$ cat config.mk
export PLATFORM = sky130hd
export DESIGN_NAME = ls_serdes_lane_config_regs
export DESIGN_NICKNAME = d
export VERILOG_FILES = /design/src/ls_lane_cfg_pkg.sv /design/src/pll_mpy_if.sv /design/src/ls_serdes_lane_config_regs.sv /design/src/pll_mpy_decode.sv
export SDC_FILE = /design/constraint.sdc
export NUM_CORES = 1
export LEC_CHECK = 0
export CORE_MARGIN = 3
export CORE_UTILIZATION = 50
export DETAILED_ROUTE_END_ITERATION = 6
export DONT_BUFFER_PORTS = 1
export GPL_TIMING_DRIVEN = 1
export SLEW_MARGIN = 0
export SYNTH_ARGS = -nofsm -noshare
export SYNTH_HDL_FRONTEND = slang
export SYNTH_SLANG_ARGS = --single-unit
$ cat constraint.sdc
create_clock -name clk_i -period 2.8 [get_ports clk_i]
set_input_delay 0.42 -clock clk_i [delete_from_list [all_inputs] [get_ports clk_i]]
set_output_delay 0.42 -clock clk_i [all_outputs]
set_load 0.05 [all_outputs]
$ cat src/ls_lane_cfg_pkg.sv
// Constants and types for the per-lane low-speed serdes configuration bank
// Summary of operation
// - Multiplier code decodes to 4..65x; codes 0011,1011,1100,1111 are reserved
// - Drive/rate bits 14:12 are output amplitude select, reset 101
// - Drive/rate bit 11 enables signal-loss detection, reset 1
// - Bit 10 enables transmit lane, forced off by power-down pin or global bit
// - Bits 9:8 transmit rate: full, half, quarter, 11 reserved; reset full
// - Lane rates come from hardware unless the override select bit is set
// - Bits 7:4 de-emphasis code, sixteen steps, reset 0000
// - Bit 2 enables receive lane, forced off by power-down pin or global bit
// - Bits 1:0 receive rate: full, half, quarter, 11 reserved; reset full
// - Polarity/eq bit 15 swaps receive output legs, reset 0
// - Polarity/eq bit 14 inverts transmit input polarity, reset 0
// - Bits 11:8 equalizer code, reset 0000; 0010 to 0111 reserved
// - Low byte read-write reset 0x0d; registers reset 0x000d and 0xdc04
// - Writes update only lanes whose mask bit is set; mask resets all ones (the bank takes lane_config_write_mask_i as an input with no reset)
// - Reads return one lane only for a one-hot mask; otherwise undefined
// - Multiplier code is automatic unless the override select bit is set
`default_nettype none

package ls_lane_cfg_pkg;

  localparam int unsigned NUM_LANES = 4;

  // Register addresses on the management port
  localparam logic [15:0] ADDR_DRIVE_RATE = 16'h0007;
  localparam logic [15:0] ADDR_POL_EQ = 16'h0008;

  // Reset values
  localparam logic [15:0] RST_DRIVE_RATE = 16'hdc04;
  localparam logic [15:0] RST_POL_EQ = 16'h000d;
  localparam logic [3:0] RST_LANE_MASK = 4'hf;

  // Drive/rate field positions
  localparam int unsigned AMP_MSB = 14;
  localparam int unsigned AMP_LSB = 12;
  localparam int unsigned LOS_EN_BIT = 11;
  localparam int unsigned TX_EN_BIT = 10;
  localparam int unsigned TX_RATE_MSB = 9;
  localparam int unsigned TX_RATE_LSB = 8;
  localparam int unsigned DE_MSB = 7;
  localparam int unsigned DE_LSB = 4;
  localparam int unsigned RX_EN_BIT = 2;
  localparam int unsigned RX_RATE_MSB = 1;
  localparam int unsigned RX_RATE_LSB = 0;

  // Polarity/equalization field positions
  localparam int unsigned RX_SWAP_BIT = 15;
  localparam int unsigned TX_SWAP_BIT = 14;
  localparam int unsigned EQ_MSB = 11;
  localparam int unsigned EQ_LSB = 8;

  // Lane rate encodings
  localparam logic [1:0] RATE_FULL = 2'h0;
  localparam logic [1:0] RATE_HALF = 2'h1;
  localparam logic [1:0] RATE_QUARTER = 2'h2;
  localparam logic [1:0] RATE_RESERVED = 2'h3;

  // Equalizer reserved code range
  localparam logic [3:0] EQ_RSVD_LO = 4'h2;
  localparam logic [3:0] EQ_RSVD_HI = 4'h7;

  // Multiplier factors in half steps, so 12.5x fits an integer
  localparam logic [7:0] MPY_X2_4 = 8'h08;
  localparam logic [7:0] MPY_X2_5 = 8'h0a;
  localparam logic [7:0] MPY_X2_6 = 8'h0c;
  localparam logic [7:0] MPY_X2_8 = 8'h10;
  localparam logic [7:0] MPY_X2_10 = 8'h14;
  localparam logic [7:0] MPY_X2_12 = 8'h18;
  localparam logic [7:0] MPY_X2_12P5 = 8'h19;
  localparam logic [7:0] MPY_X2_15 = 8'h1e;
  localparam logic [7:0] MPY_X2_20 = 8'h28;
  localparam logic [7:0] MPY_X2_25 = 8'h32;
  localparam logic [7:0] MPY_X2_50 = 8'h64;
  localparam logic [7:0] MPY_X2_65 = 8'h82;

  typedef logic [NUM_LANES-1:0][15:0] lane_words_t;

  // True when a mask names exactly one lane
  function automatic logic is_one_hot(input logic [3:0] m);
    return (m == 4'h1) || (m == 4'h2) || (m == 4'h4) || (m == 4'h8);
  endfunction

  // Index of the single set bit of a one-hot mask
  function automatic logic [1:0] one_hot_index(input logic [3:0] m);
    logic [1:0] idx;
    idx = 2'h0;
    if (m[1]) idx = 2'h1;
    if (m[2]) idx = 2'h2;
    if (m[3]) idx = 2'h3;
    return idx;
  endfunction

  // Effective lane rate: hardware value unless software overrides
  function automatic logic [1:0] pick_rate(input logic ovr, input logic [1:0] sw,
                                           input logic [1:0] hw);
    return ovr ? sw : hw;
  endfunction

endpackage : ls_lane_cfg_pkg

`default_nettype wire

$ cat src/pll_mpy_if.sv
// Carrier between the bank and the multiplier decoder
`default_nettype none

interface pll_mpy_if;
  logic [3:0] code;
  logic [7:0] factor_x2;
  logic reserved;

  modport requester (output code, input factor_x2, input reserved);
  modport decoder (input code, output factor_x2, output reserved);
endinterface : pll_mpy_if

`default_nettype wire

$ cat src/ls_serdes_lane_config_regs.sv
// Per-lane drive, rate, polarity and equalizer register bank
`default_nettype none

module ls_serdes_lane_config_regs (
  // Clock and reset
  input wire logic clk_i,
  input wire logic rst_n_i,
  // Management register port
  input wire logic [15:0] reg_addr_i,
  input wire logic [15:0] reg_wdata_i,
  input wire logic reg_wr_i,
  input wire logic reg_rd_i,
  output logic [15:0] reg_rdata_o,
  output logic reg_rvalid_o,
  // Lane selection and override controls
  input wire logic [3:0] lane_config_write_mask_i,
  input wire logic refclk_rate_select_bit_i,
  input wire logic [3:0] pll_multiplier_code_i,
  // Hardware-chosen rates and multiplier
  input wire logic [3:0][1:0] auto_tx_rate_i,
  input wire logic [3:0][1:0] auto_rx_rate_i,
  input wire logic [3:0] auto_pll_multiplier_code_i,
  // Power-down controls
  input wire logic channel_power_down_n_i,
  input wire logic global_power_down_i,
  // Per-lane settings to the analog lanes
  output logic [3:0][2:0] lane_output_amplitude_sel_o,
  output logic [3:0] lane_signal_loss_detect_en_o,
  output logic [3:0] tx_path_lane_enable_o,
  output logic [3:0][1:0] tx_path_lane_rate_o,
  output logic [3:0][3:0] lane_deemphasis_code_o,
  output logic [3:0] rx_path_lane_enable_o,
  output logic [3:0][1:0] rx_path_lane_rate_o,
  output logic [3:0] rx_output_polarity_swap_o,
  output logic [3:0] tx_input_polarity_swap_o,
  output logic [3:0][3:0] lane_equalizer_code_o,
  output logic [3:0] lane_equalizer_code_rsvd_o,
  // PLL multiplier result
  output logic [3:0] pll_multiplier_code_o,
  output logic [7:0] pll_multiplier_factor_x2_o,
  output logic pll_multiplier_code_rsvd_o
);

  ls_lane_cfg_pkg::lane_words_t drive_q;
  ls_lane_cfg_pkg::lane_words_t poleq_q;
  logic lanes_on;
  logic override;
  logic hit_drive;
  logic hit_poleq;
  logic [1:0] rd_lane;

  pll_mpy_if mpy ();

  // Address decode and power gating shared by every lane
  assign hit_drive = (reg_addr_i == ls_lane_cfg_pkg::ADDR_DRIVE_RATE);
  assign hit_poleq = (reg_addr_i == ls_lane_cfg_pkg::ADDR_POL_EQ);
  assign lanes_on = channel_power_down_n_i & ~global_power_down_i;
  assign override = refclk_rate_select_bit_i;
  assign rd_lane = ls_lane_cfg_pkg::one_hot_index(lane_config_write_mask_i);

  // Drive/rate copies; a lane whose mask bit is clear keeps its old word
  always_ff @(posedge clk_i) begin
    for (int l = 0; l < ls_lane_cfg_pkg::NUM_LANES; l++) begin
      if (!rst_n_i) begin
        drive_q[l] <= ls_lane_cfg_pkg::RST_DRIVE_RATE;
      end else if (reg_wr_i && hit_drive && lane_config_write_mask_i[l]) begin
        drive_q[l] <= reg_wdata_i;
      end
    end
  end

  // Polarity/eq copies; the reserved low byte is kept exactly as written
  always_ff @(posedge clk_i) begin
    for (int l = 0; l < ls_lane_cfg_pkg::NUM_LANES; l++) begin
      if (!rst_n_i) begin
        poleq_q[l] <= ls_lane_cfg_pkg::RST_POL_EQ;
      end else if (reg_wr_i && hit_poleq && lane_config_write_mask_i[l]) begin
        poleq_q[l] <= reg_wdata_i;
      end
    end
  end

  // Read strobe echoed one cycle later, whatever the address
  always_ff @(posedge clk_i) begin
    if (!rst_n_i) begin
      reg_rvalid_o <= 1'b0;
    end else begin
      reg_rvalid_o <= reg_rd_i;
    end
  end

  // Read data; a mixed mask reads zero rather than a blend of lanes
  always_ff @(posedge clk_i) begin
    if (!rst_n_i) begin
      reg_rdata_o <= 16'h0000;
    end else if (reg_rd_i) begin
      if (!ls_lane_cfg_pkg::is_one_hot(lane_config_write_mask_i)) begin
        reg_rdata_o <= 16'h0000;
      end else if (hit_drive) begin
        reg_rdata_o <= drive_q[rd_lane];
      end else if (hit_poleq) begin
        reg_rdata_o <= poleq_q[rd_lane];
      end else begin
        reg_rdata_o <= 16'h0000;
      end
    end
  end

  // Output amplitude, registered so the analog side sees clean levels
  always_ff @(posedge clk_i) begin
    for (int l = 0; l < ls_lane_cfg_pkg::NUM_LANES; l++) begin
      if (!rst_n_i) begin
        lane_output_amplitude_sel_o[l] <=
          ls_lane_cfg_pkg::RST_DRIVE_RATE[ls_lane_cfg_pkg::AMP_MSB:ls_lane_cfg_pkg::AMP_LSB];
      end else begin
        lane_output_amplitude_sel_o[l] <=
          drive_q[l][ls_lane_cfg_pkg::AMP_MSB:ls_lane_cfg_pkg::AMP_LSB];
      end
    end
  end

  // Signal-loss detector enable
  always_ff @(posedge clk_i) begin
    for (int l = 0; l < ls_lane_cfg_pkg::NUM_LANES; l++) begin
      if (!rst_n_i) begin
        lane_signal_loss_detect_en_o[l] <=
          ls_lane_cfg_pkg::RST_DRIVE_RATE[ls_lane_cfg_pkg::LOS_EN_BIT];
      end else begin
        lane_signal_loss_detect_en_o[l] <= drive_q[l][ls_lane_cfg_pkg::LOS_EN_BIT];
      end
    end
  end

  // De-emphasis code, passed through untouched
  always_ff @(posedge clk_i) begin
    for (int l = 0; l < ls_lane_cfg_pkg::NUM_LANES; l++) begin
      if (!rst_n_i) begin
        lane_deemphasis_code_o[l] <=
          ls_lane_cfg_pkg::RST_DRIVE_RATE[ls_lane_cfg_pkg::DE_MSB:ls_lane_cfg_pkg::DE_LSB];
      end else begin
        lane_deemphasis_code_o[l] <=
          drive_q[l][ls_lane_cfg_pkg::DE_MSB:ls_lane_cfg_pkg::DE_LSB];
      end
    end
  end

  // Transmit lane enable; power-down wins over the stored bit
  always_ff @(posedge clk_i) begin
    for (int l = 0; l < ls_lane_cfg_pkg::NUM_LANES; l++) begin
      if (!rst_n_i) begin
        tx_path_lane_enable_o[l] <= 1'b0;
      end else begin
        tx_path_lane_enable_o[l] <= drive_q[l][ls_lane_cfg_pkg::TX_EN_BIT] & lanes_on;
      end
    end
  end

  // Receive lane enable; gated exactly like the transmit side
  always_ff @(posedge clk_i) begin
    for (int l = 0; l < ls_lane_cfg_pkg::NUM_LANES; l++) begin
      if (!rst_n_i) begin
        rx_path_lane_enable_o[l] <= 1'b0;
      end else begin
        rx_path_lane_enable_o[l] <= drive_q[l][ls_lane_cfg_pkg::RX_EN_BIT] & lanes_on;
      end
    end
  end

  // Lane rates; stored values stay readable even while hardware chooses
  always_ff @(posedge clk_i) begin
    for (int l = 0; l < ls_lane_cfg_pkg::NUM_LANES; l++) begin
      if (!rst_n_i) begin
        tx_path_lane_rate_o[l] <= ls_lane_cfg_pkg::RATE_FULL;
        rx_path_lane_rate_o[l] <= ls_lane_cfg_pkg::RATE_FULL;
      end else begin
        tx_path_lane_rate_o[l] <= ls_lane_cfg_pkg::pick_rate(override,
          drive_q[l][ls_lane_cfg_pkg::TX_RATE_MSB:ls_lane_cfg_pkg::TX_RATE_LSB],
          auto_tx_rate_i[l]);
        rx_path_lane_rate_o[l] <= ls_lane_cfg_pkg::pick_rate(override,
          drive_q[l][ls_lane_cfg_pkg::RX_RATE_MSB:ls_lane_cfg_pkg::RX_RATE_LSB],
          auto_rx_rate_i[l]);
      end
    end
  end

  // Polarity swaps on the receive outputs and transmit inputs
  always_ff @(posedge clk_i) begin
    for (int l = 0; l < ls_lane_cfg_pkg::NUM_LANES; l++) begin
      if (!rst_n_i) begin
        rx_output_polarity_swap_o[l] <= ls_lane_cfg_pkg::RST_POL_EQ[ls_lane_cfg_pkg::RX_SWAP_BIT];
        tx_input_polarity_swap_o[l] <= ls_lane_cfg_pkg::RST_POL_EQ[ls_lane_cfg_pkg::TX_SWAP_BIT];
      end else begin
        rx_output_polarity_swap_o[l] <= poleq_q[l][ls_lane_cfg_pkg::RX_SWAP_BIT];
        tx_input_polarity_swap_o[l] <= poleq_q[l][ls_lane_cfg_pkg::TX_SWAP_BIT];
      end
    end
  end

  // Equalizer code; reserved codes are flagged, not blocked
  always_ff @(posedge clk_i) begin
    for (int l = 0; l < ls_lane_cfg_pkg::NUM_LANES; l++) begin
      if (!rst_n_i) begin
        lane_equalizer_code_o[l] <=
          ls_lane_cfg_pkg::RST_POL_EQ[ls_lane_cfg_pkg::EQ_MSB:ls_lane_cfg_pkg::EQ_LSB];
        lane_equalizer_code_rsvd_o[l] <= 1'b0;
      end else begin
        lane_equalizer_code_o[l] <=
          poleq_q[l][ls_lane_cfg_pkg::EQ_MSB:ls_lane_cfg_pkg::EQ_LSB];
        lane_equalizer_code_rsvd_o[l] <=
          (poleq_q[l][ls_lane_cfg_pkg::EQ_MSB:ls_lane_cfg_pkg::EQ_LSB]
             >= ls_lane_cfg_pkg::EQ_RSVD_LO) &&
          (poleq_q[l][ls_lane_cfg_pkg::EQ_MSB:ls_lane_cfg_pkg::EQ_LSB]
             <= ls_lane_cfg_pkg::EQ_RSVD_HI);
      end
    end
  end

  // Multiplier: software code counts only under override
  assign mpy.code = override ? pll_multiplier_code_i : auto_pll_multiplier_code_i;

  pll_mpy_decode u_mpy_decode (
    .mpy(mpy.decoder)
  );

  // Registered multiplier result
  always_ff @(posedge clk_i) begin
    if (!rst_n_i) begin
      pll_multiplier_code_o <= 4'h0;
      pll_multiplier_factor_x2_o <= 8'h00;
      pll_multiplier_code_rsvd_o <= 1'b0;
    end else begin
      pll_multiplier_code_o <= mpy.code;
      pll_multiplier_factor_x2_o <= mpy.factor_x2;
      pll_multiplier_code_rsvd_o <= mpy.reserved;
    end
  end

endmodule // ls_serdes_lane_config_regs

`default_nettype wire

$ cat src/pll_mpy_decode.sv
// Multiplier code to factor decoder for the low-speed PLL
`default_nettype none

module pll_mpy_decode (
  pll_mpy_if.decoder mpy
);

  // Table decode; reserved codes report factor zero
  always_comb begin
    mpy.reserved = 1'b0;
    case (mpy.code)
      4'h0: mpy.factor_x2 = ls_lane_cfg_pkg::MPY_X2_4;
      4'h1: mpy.factor_x2 = ls_lane_cfg_pkg::MPY_X2_5;
      4'h2: mpy.factor_x2 = ls_lane_cfg_pkg::MPY_X2_6;
      4'h4: mpy.factor_x2 = ls_lane_cfg_pkg::MPY_X2_8;
      4'h5: mpy.factor_x2 = ls_lane_cfg_pkg::MPY_X2_10;
      4'h6: mpy.factor_x2 = ls_lane_cfg_pkg::MPY_X2_12;
      4'h7: mpy.factor_x2 = ls_lane_cfg_pkg::MPY_X2_12P5;
      4'h8: mpy.factor_x2 = ls_lane_cfg_pkg::MPY_X2_15;
      4'h9: mpy.factor_x2 = ls_lane_cfg_pkg::MPY_X2_20;
      4'ha: mpy.factor_x2 = ls_lane_cfg_pkg::MPY_X2_25;
      4'hd: mpy.factor_x2 = ls_lane_cfg_pkg::MPY_X2_50;
      4'he: mpy.factor_x2 = ls_lane_cfg_pkg::MPY_X2_65;
      default: begin
        mpy.factor_x2 = 8'h00;
        mpy.reserved = 1'b1;
      end
    endcase
  end

endmodule // pll_mpy_decode

`default_nettype wire

==> results of run 1 <==
## per-layer routing
layer / GRT usage [%] / part of all wire [%] / up-vias
met5: 0 / 0 / -
met4: 5.404 / 1.7 / 0
met3: 4.200 / 6.3 / 35
met2: 38.21 / 49 / 203
met1: 28.70 / 43 / 3155
li1: - / - / 3079
## Yosys cell counts (3+ instances only)
master and number:
dfxtp_1 242, nor3_1 5, inv_1 88, and4_1 9, mux2i_1 171, nor4b_1 3
a31oi_1 9, o21ai_0 15, nand3_1 3, nor3b_1 32, a221oi_1 32, buf_2 11
a21oi_1 6, o21ai_1 3, clkbuf_1 44, a22oi_1 16, nand3_2 7, nand2_1 132
nor2_1 3, or4_1 3, nor2b_1 54, and2_1 10, buf_1 3
## metrics by stage
step                      cell area, µm²  power [mW]
after floorplan                     9273       3.855
after global placement              9498       3.838
after CTS                          10360       7.163
after detailed placement            9498       3.843
final                              10360       7.081
after global routing               10360       7.333
## power groups by stage
stage / registers, mW / clock network (mW) / logic (mW)
2_1_floorplan: 3.64 / 0 / 0.213
3_3_place_gp: 3.65 / 0 / 0.191
3_5_place_dp: 3.65 / 0 / 0.196
4_1_cts: 3.57 / 3.39 / 0.201
5_1_grt: 3.57 / 3.55 / 0.216
6_report: 3.57 / 3.31 / 0.201
## cell usage in the layout, fill, tap and decap left out, drive strengths merged, types with 2 or more instances in the layout
master	n
a31oi	9
mux2	2
nand2	132
and4	9
clkinvlp	2
clkinv	2
a21boi	2
a21oi	6
dlygate4sd3	2
nor3	6
nand3	11
nor4b	3
or4	3
xnor2	2
o21ai	18
a22oi	16
nor2b	54
inv	89
buf	17
mux2i	171
clkbuf	40
and2	10
dfxtp	242
nor3b	32
nor2	5
a221oi	32
nor4	2
## path summary, 6_finish.rpt
path,startpoint,end,slack (ns),depth (start not counted)
hold / removal,rst_n_i,drive_q[63]$_SDFFE_PN1P_,0.04,1
setup / recovery,reg_addr_i[7],poleq_q[56]$_SDFFE_PN0P_,0.88,5
setup reg to reg,poleq_q[30]$_SDFFE_PN0P_,reg_rdata_o[14]$_SDFFE_PN0P_,1.28,4
hold reg to reg,poleq_q[59]$_SDFFE_PN0P_,lane_equalizer_code_rsvd_o[3]$_SDFF_PN0_,0.45,1
## area by class of cell
type | instances | area, µm²
repair buffers | 19 | 172.7
multi-input cells | 533 | 3884
clock buffers | 40 | 772.0
well taps | 229 | 286.5
inverters | 88 | 330.3
fillers | 1576 | 7721
clock inverters | 6 | 75.07
flip-flops and latches | 242 | 4845
## what timing repair did
action	4_1_cts	5_1_grt
hold buffers	2	0
endpoints found under the setup margin	0	0
hold endpoints to repair	5	0
## logic make-up (layout without fill, tap and decap cells)
kind of cell,after synthesis,after routing
XOR/XNOR,2,2
multiplexers,173,173
AO/OA/AOI/OAI,86,86
AND/OR/NAND/NOR,272,272
flip-flops,242,242
buffers and inverters,147,153
## worst reg2reg max path, delay by kind of cell (launching register included)
kind           cells  cell delay, ns
flip-flops         1            0.33
AO/OA/AOI/OAI      3            1.04
multiplexers       1            0.08
## state kept, by name, indices dropped and copies added (netlist names)
name / count
drive_q: 64
lane_signal_loss_detect_en_o: 4
rx_path_lane_enable_o: 4
rx_path_lane_rate_o: 8
pll_multiplier_factor_x2_o: 8
reg_rvalid_o: 1
tx_input_polarity_swap_o: 4
reg_rdata_o: 16
lane_equalizer_code_o: 16
poleq_q: 64
tx_path_lane_rate_o: 8
lane_deemphasis_code_o: 16
lane_output_amplitude_sel_o: 12
pll_multiplier_code_o: 4
rx_output_polarity_swap_o: 4
lane_equalizer_code_rsvd_o: 4
pll_multiplier_code_rsvd_o: 1
tx_path_lane_enable_o: 4
==> run metrics, run 1 <==
outcome=completed; Max-Cap Viols=0; Diodes inserted=0; critical path class=in2reg; Worst-Skew Late Latency=0.53 ns; Slew HR=about a fifth; Final nets=976; sequential share of power=50.4%; IO buf count=0; initial antenna violation count=0; cell taking the most area after synthesis=dfxtp_1; Synth Area in Compound Gates=under 10%; clk buf depth=3; actual slew at the worst max-slew pin=~1.2 ns; Vias per Instance=5.594; Max FO, Critical Path=16; Final Hold Vio Count=0; core area=18,090 µm²; DRC=0; post-synthesis instance area=9273 µm²; Int Power=5.549 mW; FMAX=519.9 MHz; Switching Power=between 1.5 and 2 mW; TritonCTS Buffers=25; Yosys warnings=0; Initial Util=51.27%; via count=6,472; combinational power share=2.8%; Worst Path Required=3.19 ns; Die ar.=about 20,000 µm²; syn_nets=989; root buf cell=clkbuf_16; Net Sw Frac=21.64%; Worst Skew=roughly 0.0078 ns; post-synth top area share=~52%; dpl ws=0.3243 ns; Distinct cells, synth=39; Hold Path Class=in2reg; Pleak=5.002 nW; placed insts=1,109; DR iter-0 viols=340; Chip Height=142.2 µm; Ports=181; post-CTS setup buffers=0; Tmin final=1.923 ns; final wirelength=~23,000 µm; grt ovf=0; final cycle utilization of the critical path=68.69%; CP max stage delay=between 0.6 and 0.7 ns; drt wl/cell=~20 µm; Async SR Flop Fraction=0%; Die W=approximately 140 µm; top cells by area, synth=dfxtp_1 (52%), mux2i_1 (18%), nand2_1 (5.3%); crit path max-delay cell type=or4_1; pwr dens=683.2 nW/µm²; first-pass GRT wire length=35,660 µm; cell family with most CP delay=simple AND/OR/NAND/NOR gates; proportion of layout cells with a drive suffix above 1=8.190%; Area Growth Syn to Fin=11.78%; Clock transition at path regs=about 0.06 ns; non-filler cells, final=1,157; CTS H-tree lvls=1; syn_area_per_cell=10.06 µm²; # resized after CTS=0; setup_tns=0 ns; Startpoint Class=input pin; largest net degree at the start of global routing=approximately 180; Pre-Repair DR Iteration Count=5; fin. max-slew vios=0; clk sinks=242; Synth Flop Type=dfxtp_1; RSZ-0062 raised after global routing=false; data arrival time of the critical path=2.31 ns; largest family of logic cells by synthesized area=multiplexers; Min Hold Slack=0.04475 ns; Detail Route Antenna Nets=0; post-layout util=57.31%; gpl congestion=0.8248; Post-DP HPWL=15,620 µm; Worst Path Buf+Inv=1; vias in the first global route=6,602; Clk pwr share=roughly 47%; setup ws final=0.8767 ns; All-Layer GR Usage=22.12%; CTS tree=yes; critical-path cell list=or4_1, nor3_4, buf_4, nand3_4, mux2i_1; Synth Area in Simple Gates=between 15 and 20%; synthesized instance count=922; CP endpoint kind=flip-flop; Post-synth EDFFs=0; Synth Area in XOR/XNOR=0.1889%; row count=49; Final Setup Violations=0; #FFs+latches synth=roughly 240; Adder-Cell Fraction of Synth Area=0%; mux contribution to synthesized area=between 10% and 20%; fraction of the yosys area taken by sequential cells=a little over half; maximum VDD drop=508.0 µV
No activity file was read; power rests on OpenSTA's default activity.
==> run 2: changes to the inputs <==
--- a/config.mk
+++ b/config.mk
@@ -5,11 +5,13 @@
 export SDC_FILE = /design/constraint.sdc
 export NUM_CORES = 1
 export LEC_CHECK = 0
+export ABC_AREA = 1
 export CORE_MARGIN = 3
 export CORE_UTILIZATION = 50
 export DETAILED_ROUTE_END_ITERATION = 6
 export DONT_BUFFER_PORTS = 1
 export GPL_TIMING_DRIVEN = 1
+export PLACE_DENSITY = 0.68
 export SLEW_MARGIN = 0
 export SYNTH_ARGS = -nofsm -noshare
 export SYNTH_HDL_FRONTEND = slang
==> constraint.sdc (replaced) <==
create_clock -name clk_i -period 1.55 [get_ports clk_i]
set_input_delay 0.2325 -clock clk_i [delete_from_list [all_inputs] [get_ports clk_i]]
set_output_delay 0.2325 -clock clk_i [all_outputs]
set_load 0.05 [all_outputs]
==> run metrics, run 2 <==
outcome=finished with violations; failing checks=hold timing; Post-DP HPWL=approximately 18,000 µm; #FFs+latches synth=242; fin. max-slew vios=0; Pleak=5.801 nW; Hold Path Class=in2reg; Synth Area in Compound Gates=approximately 11%; All-Layer GR Usage=around 28%; Area Growth Syn to Fin=30.80%; largest net degree at the start of global routing=115; post-synthesis instance area=9742 µm²; Ports=181; syn_nets=1,439; RR Startpoint=poleq_q[8]$_SDFFE_PN0P_; row count=50; hold path start=reg_wdata_i[11]; Area after DPL=around 10,000 µm²; Max-Cap Viols=0; Die W=145.6 µm; Clock transition at path regs=0.06 ns; final instance area=12,740 µm²; IO buf count=0; CTS tree=yes; most common cell type on the critical path=nor2_1; vias in the first global route=9,121; Adder-Cell Fraction of Synth Area=0%; Chip Height=between 100 and 150 µm; actual slew at the worst max-slew pin=0.5601 ns; pwr dens=1039 nW/µm²; setup ws final=0.05278 ns; via count=9,434; gpl congestion=approximately 0.90; Max FO, Critical Path=6; largest family of logic cells by synthesized area=simple AND/OR/NAND/NOR gates; core area=roughly 19,000 µm²; Pre-Repair DR Iteration Count=6; post-synth top area share=49.73%; Initial Util=51.56%; Final nets=around 1,600; Post-synth EDFFs=0; data arrival time of the critical path=1.91 ns; Distinct cells, synth=29; Largest regs=drive_q (64), poleq_q (64); Worst Path Required=1.96 ns; top cells by area, synth=dfxtp_1 (50%), nand2_1 (14%), nor2_1 (12%); Yosys warnings=0; Async SR Flop Fraction=0%; CTS H-tree lvls=1; mux contribution to synthesized area=0%; Slew HR=62.61%; critical path class=in2reg; maximum VDD drop=818.4 µV; crit path max-delay cell type=dlygate4sd3_1; grt ovf=0; clk buf depth=3; DR iter-0 viols=910; proportion of layout cells with a drive suffix above 1=a little over a tenth; first-pass GRT wire length=48,430 µm; Worst Skew=0.01876 ns; Synth Flop Type=dfxtp_1; Synth Area in Simple Gates=30.90%; FMAX=667.9 MHz; DRC=0; root buf cell=clkbuf_16; Startpoint Class=input pin; dpl ws=-0.07266 ns; drt wl/cell=roughly 17 µm; Tmin final=1.497 ns; initial antenna violation count=5; clk sinks=242; critical-path cell list=nor2_1, nand4_1, nor2_4, buf_12, nand3_2, buf_4, o21ai_0, dlygate4sd3_1, nor2_1; most frequent cell after synthesis=nand2_1; final cycle utilization of the critical path=just under 100%; TritonCTS Buffers=25; Min Hold Slack=-0.01115 ns; syn_area_per_cell=around 7.1 µm²; CP max stage delay=0.60 ns; Synth Area in XOR/XNOR=0%; Worst-Skew Late Latency=0.52 ns; most common cell after layout, fill and taps aside=nand2_1; Vias per Instance=roughly 5.2; Detail Route Antenna Nets=0; Final Setup Violations=0; Die ar.=between 20,000 and 25,000 µm²; Total Power=around 13 mW; synthesized instance count=1,372; commonest cells after routing, fill and taps aside=nand2_1 (356), nor2_1 (312), dfxtp_1 (242); Setup crit start=reg_addr_i[15]; final wirelength=between 30,000 and 40,000 µm; commonest cells in the netlist=nand2_1 (356), nor2_1 (316), dfxtp_1 (242); cell taking the most area after synthesis=dfxtp_1; Final Hold Vio Count=1; fraction of the yosys area taken by sequential cells=~50%; CP endpoint kind=flip-flop
-- run 2: final timing paths --
path                                               to  slack [ns]  cells past startpoint
setup reg to reg          reg_rdata_o[8]$_SDFFE_PN0P_        0.33                      8
setup / recovery             drive_q[51]$_SDFFE_PN0P_        0.05                      9
hold / removal               drive_q[27]$_SDFFE_PN1P_       -0.01                      2
hold reg to reg   tx_path_lane_enable_o[3]$_SDFF_PN0_        0.47                      2
-- run 2: what timing repair did --
item | 4_1_cts | 5_1_grt
hold buffers | 142 | 1
setup endpoints to repair | 0 | 28
gates resized for setup | 0 | 32
buffers inserted | 0 | 11
hold endpoints to repair | 206 | 3
-- run 2: logic make-up (layout without fill, tap and decap cells) --
| kind of cell | Yosys count | count (layout) |
|---|---|---|
| other | 0 | 4 |
| buffers and inverters | 194 | 366 |
| flip-flops | 242 | 242 |
| AND/OR/NAND/NOR | 747 | 747 |
| AO/OA/AOI/OAI | 189 | 189 |
-- run 2: stage by stage --
stage / utilization [%] / cells / TNS, ns
after floorplan: - / 1372 / 0
after global placement: 54.01 / 1604 / -0.7987
after detailed placement: 54.01 / 1604 / -1.003
after CTS: 65.99 / 1790 / 0
after global routing: 67.43 / 1807 / -0.03527
final: 67.44 / 1808 / 0
-- run 2: final cells by class --
cell class | count | area, µm²
multi-input combinational | 936 | 4146
timing repair buffer | 208 | 2157
antenna | 4 | 10.01
clock buffer | 38 | 764.5
sequential | 242 | 4845
inverter | 114 | 435.4
clock inverter | 6 | 58.81
fill | 1620 | 6151
tap | 260 | 325.3
-- run 2: layer usage --
| layer | track usage (%) | vias up | share of wire, % |
|---|---|---|---|
| met2 | 46.02 | 442 | 46 |
| met1 | 35.63 | 4358 | 40 |
| met4 | 11.11 | 2 | 3.4 |
| li1 | - | 4563 | - |
| met3 | 7.225 | 69 | 10 |
| met5 | 0 | - | 0.039 |
-- run 2: power breakdown --
part / leakage [nW] / internal (mW) / switching (mW)
Sequential: 1.96 / 6.27 / 0.199
Combinational: 3.43 / 0.321 / 0.490
Clock: 0.411 / 3.55 / 2.41
Total: 5.80 / 10.1 / 3.10
-- run 2: worst max-delay path: cells and delay by family --
| kind | cells | cell delay, ns |
|---|---|---|
| AO/OA/AOI/OAI | 1 | 0.16 |
| AND/OR/NAND/NOR | 5 | 0.60 |
| buffers and inverters | 3 | 0.92 |
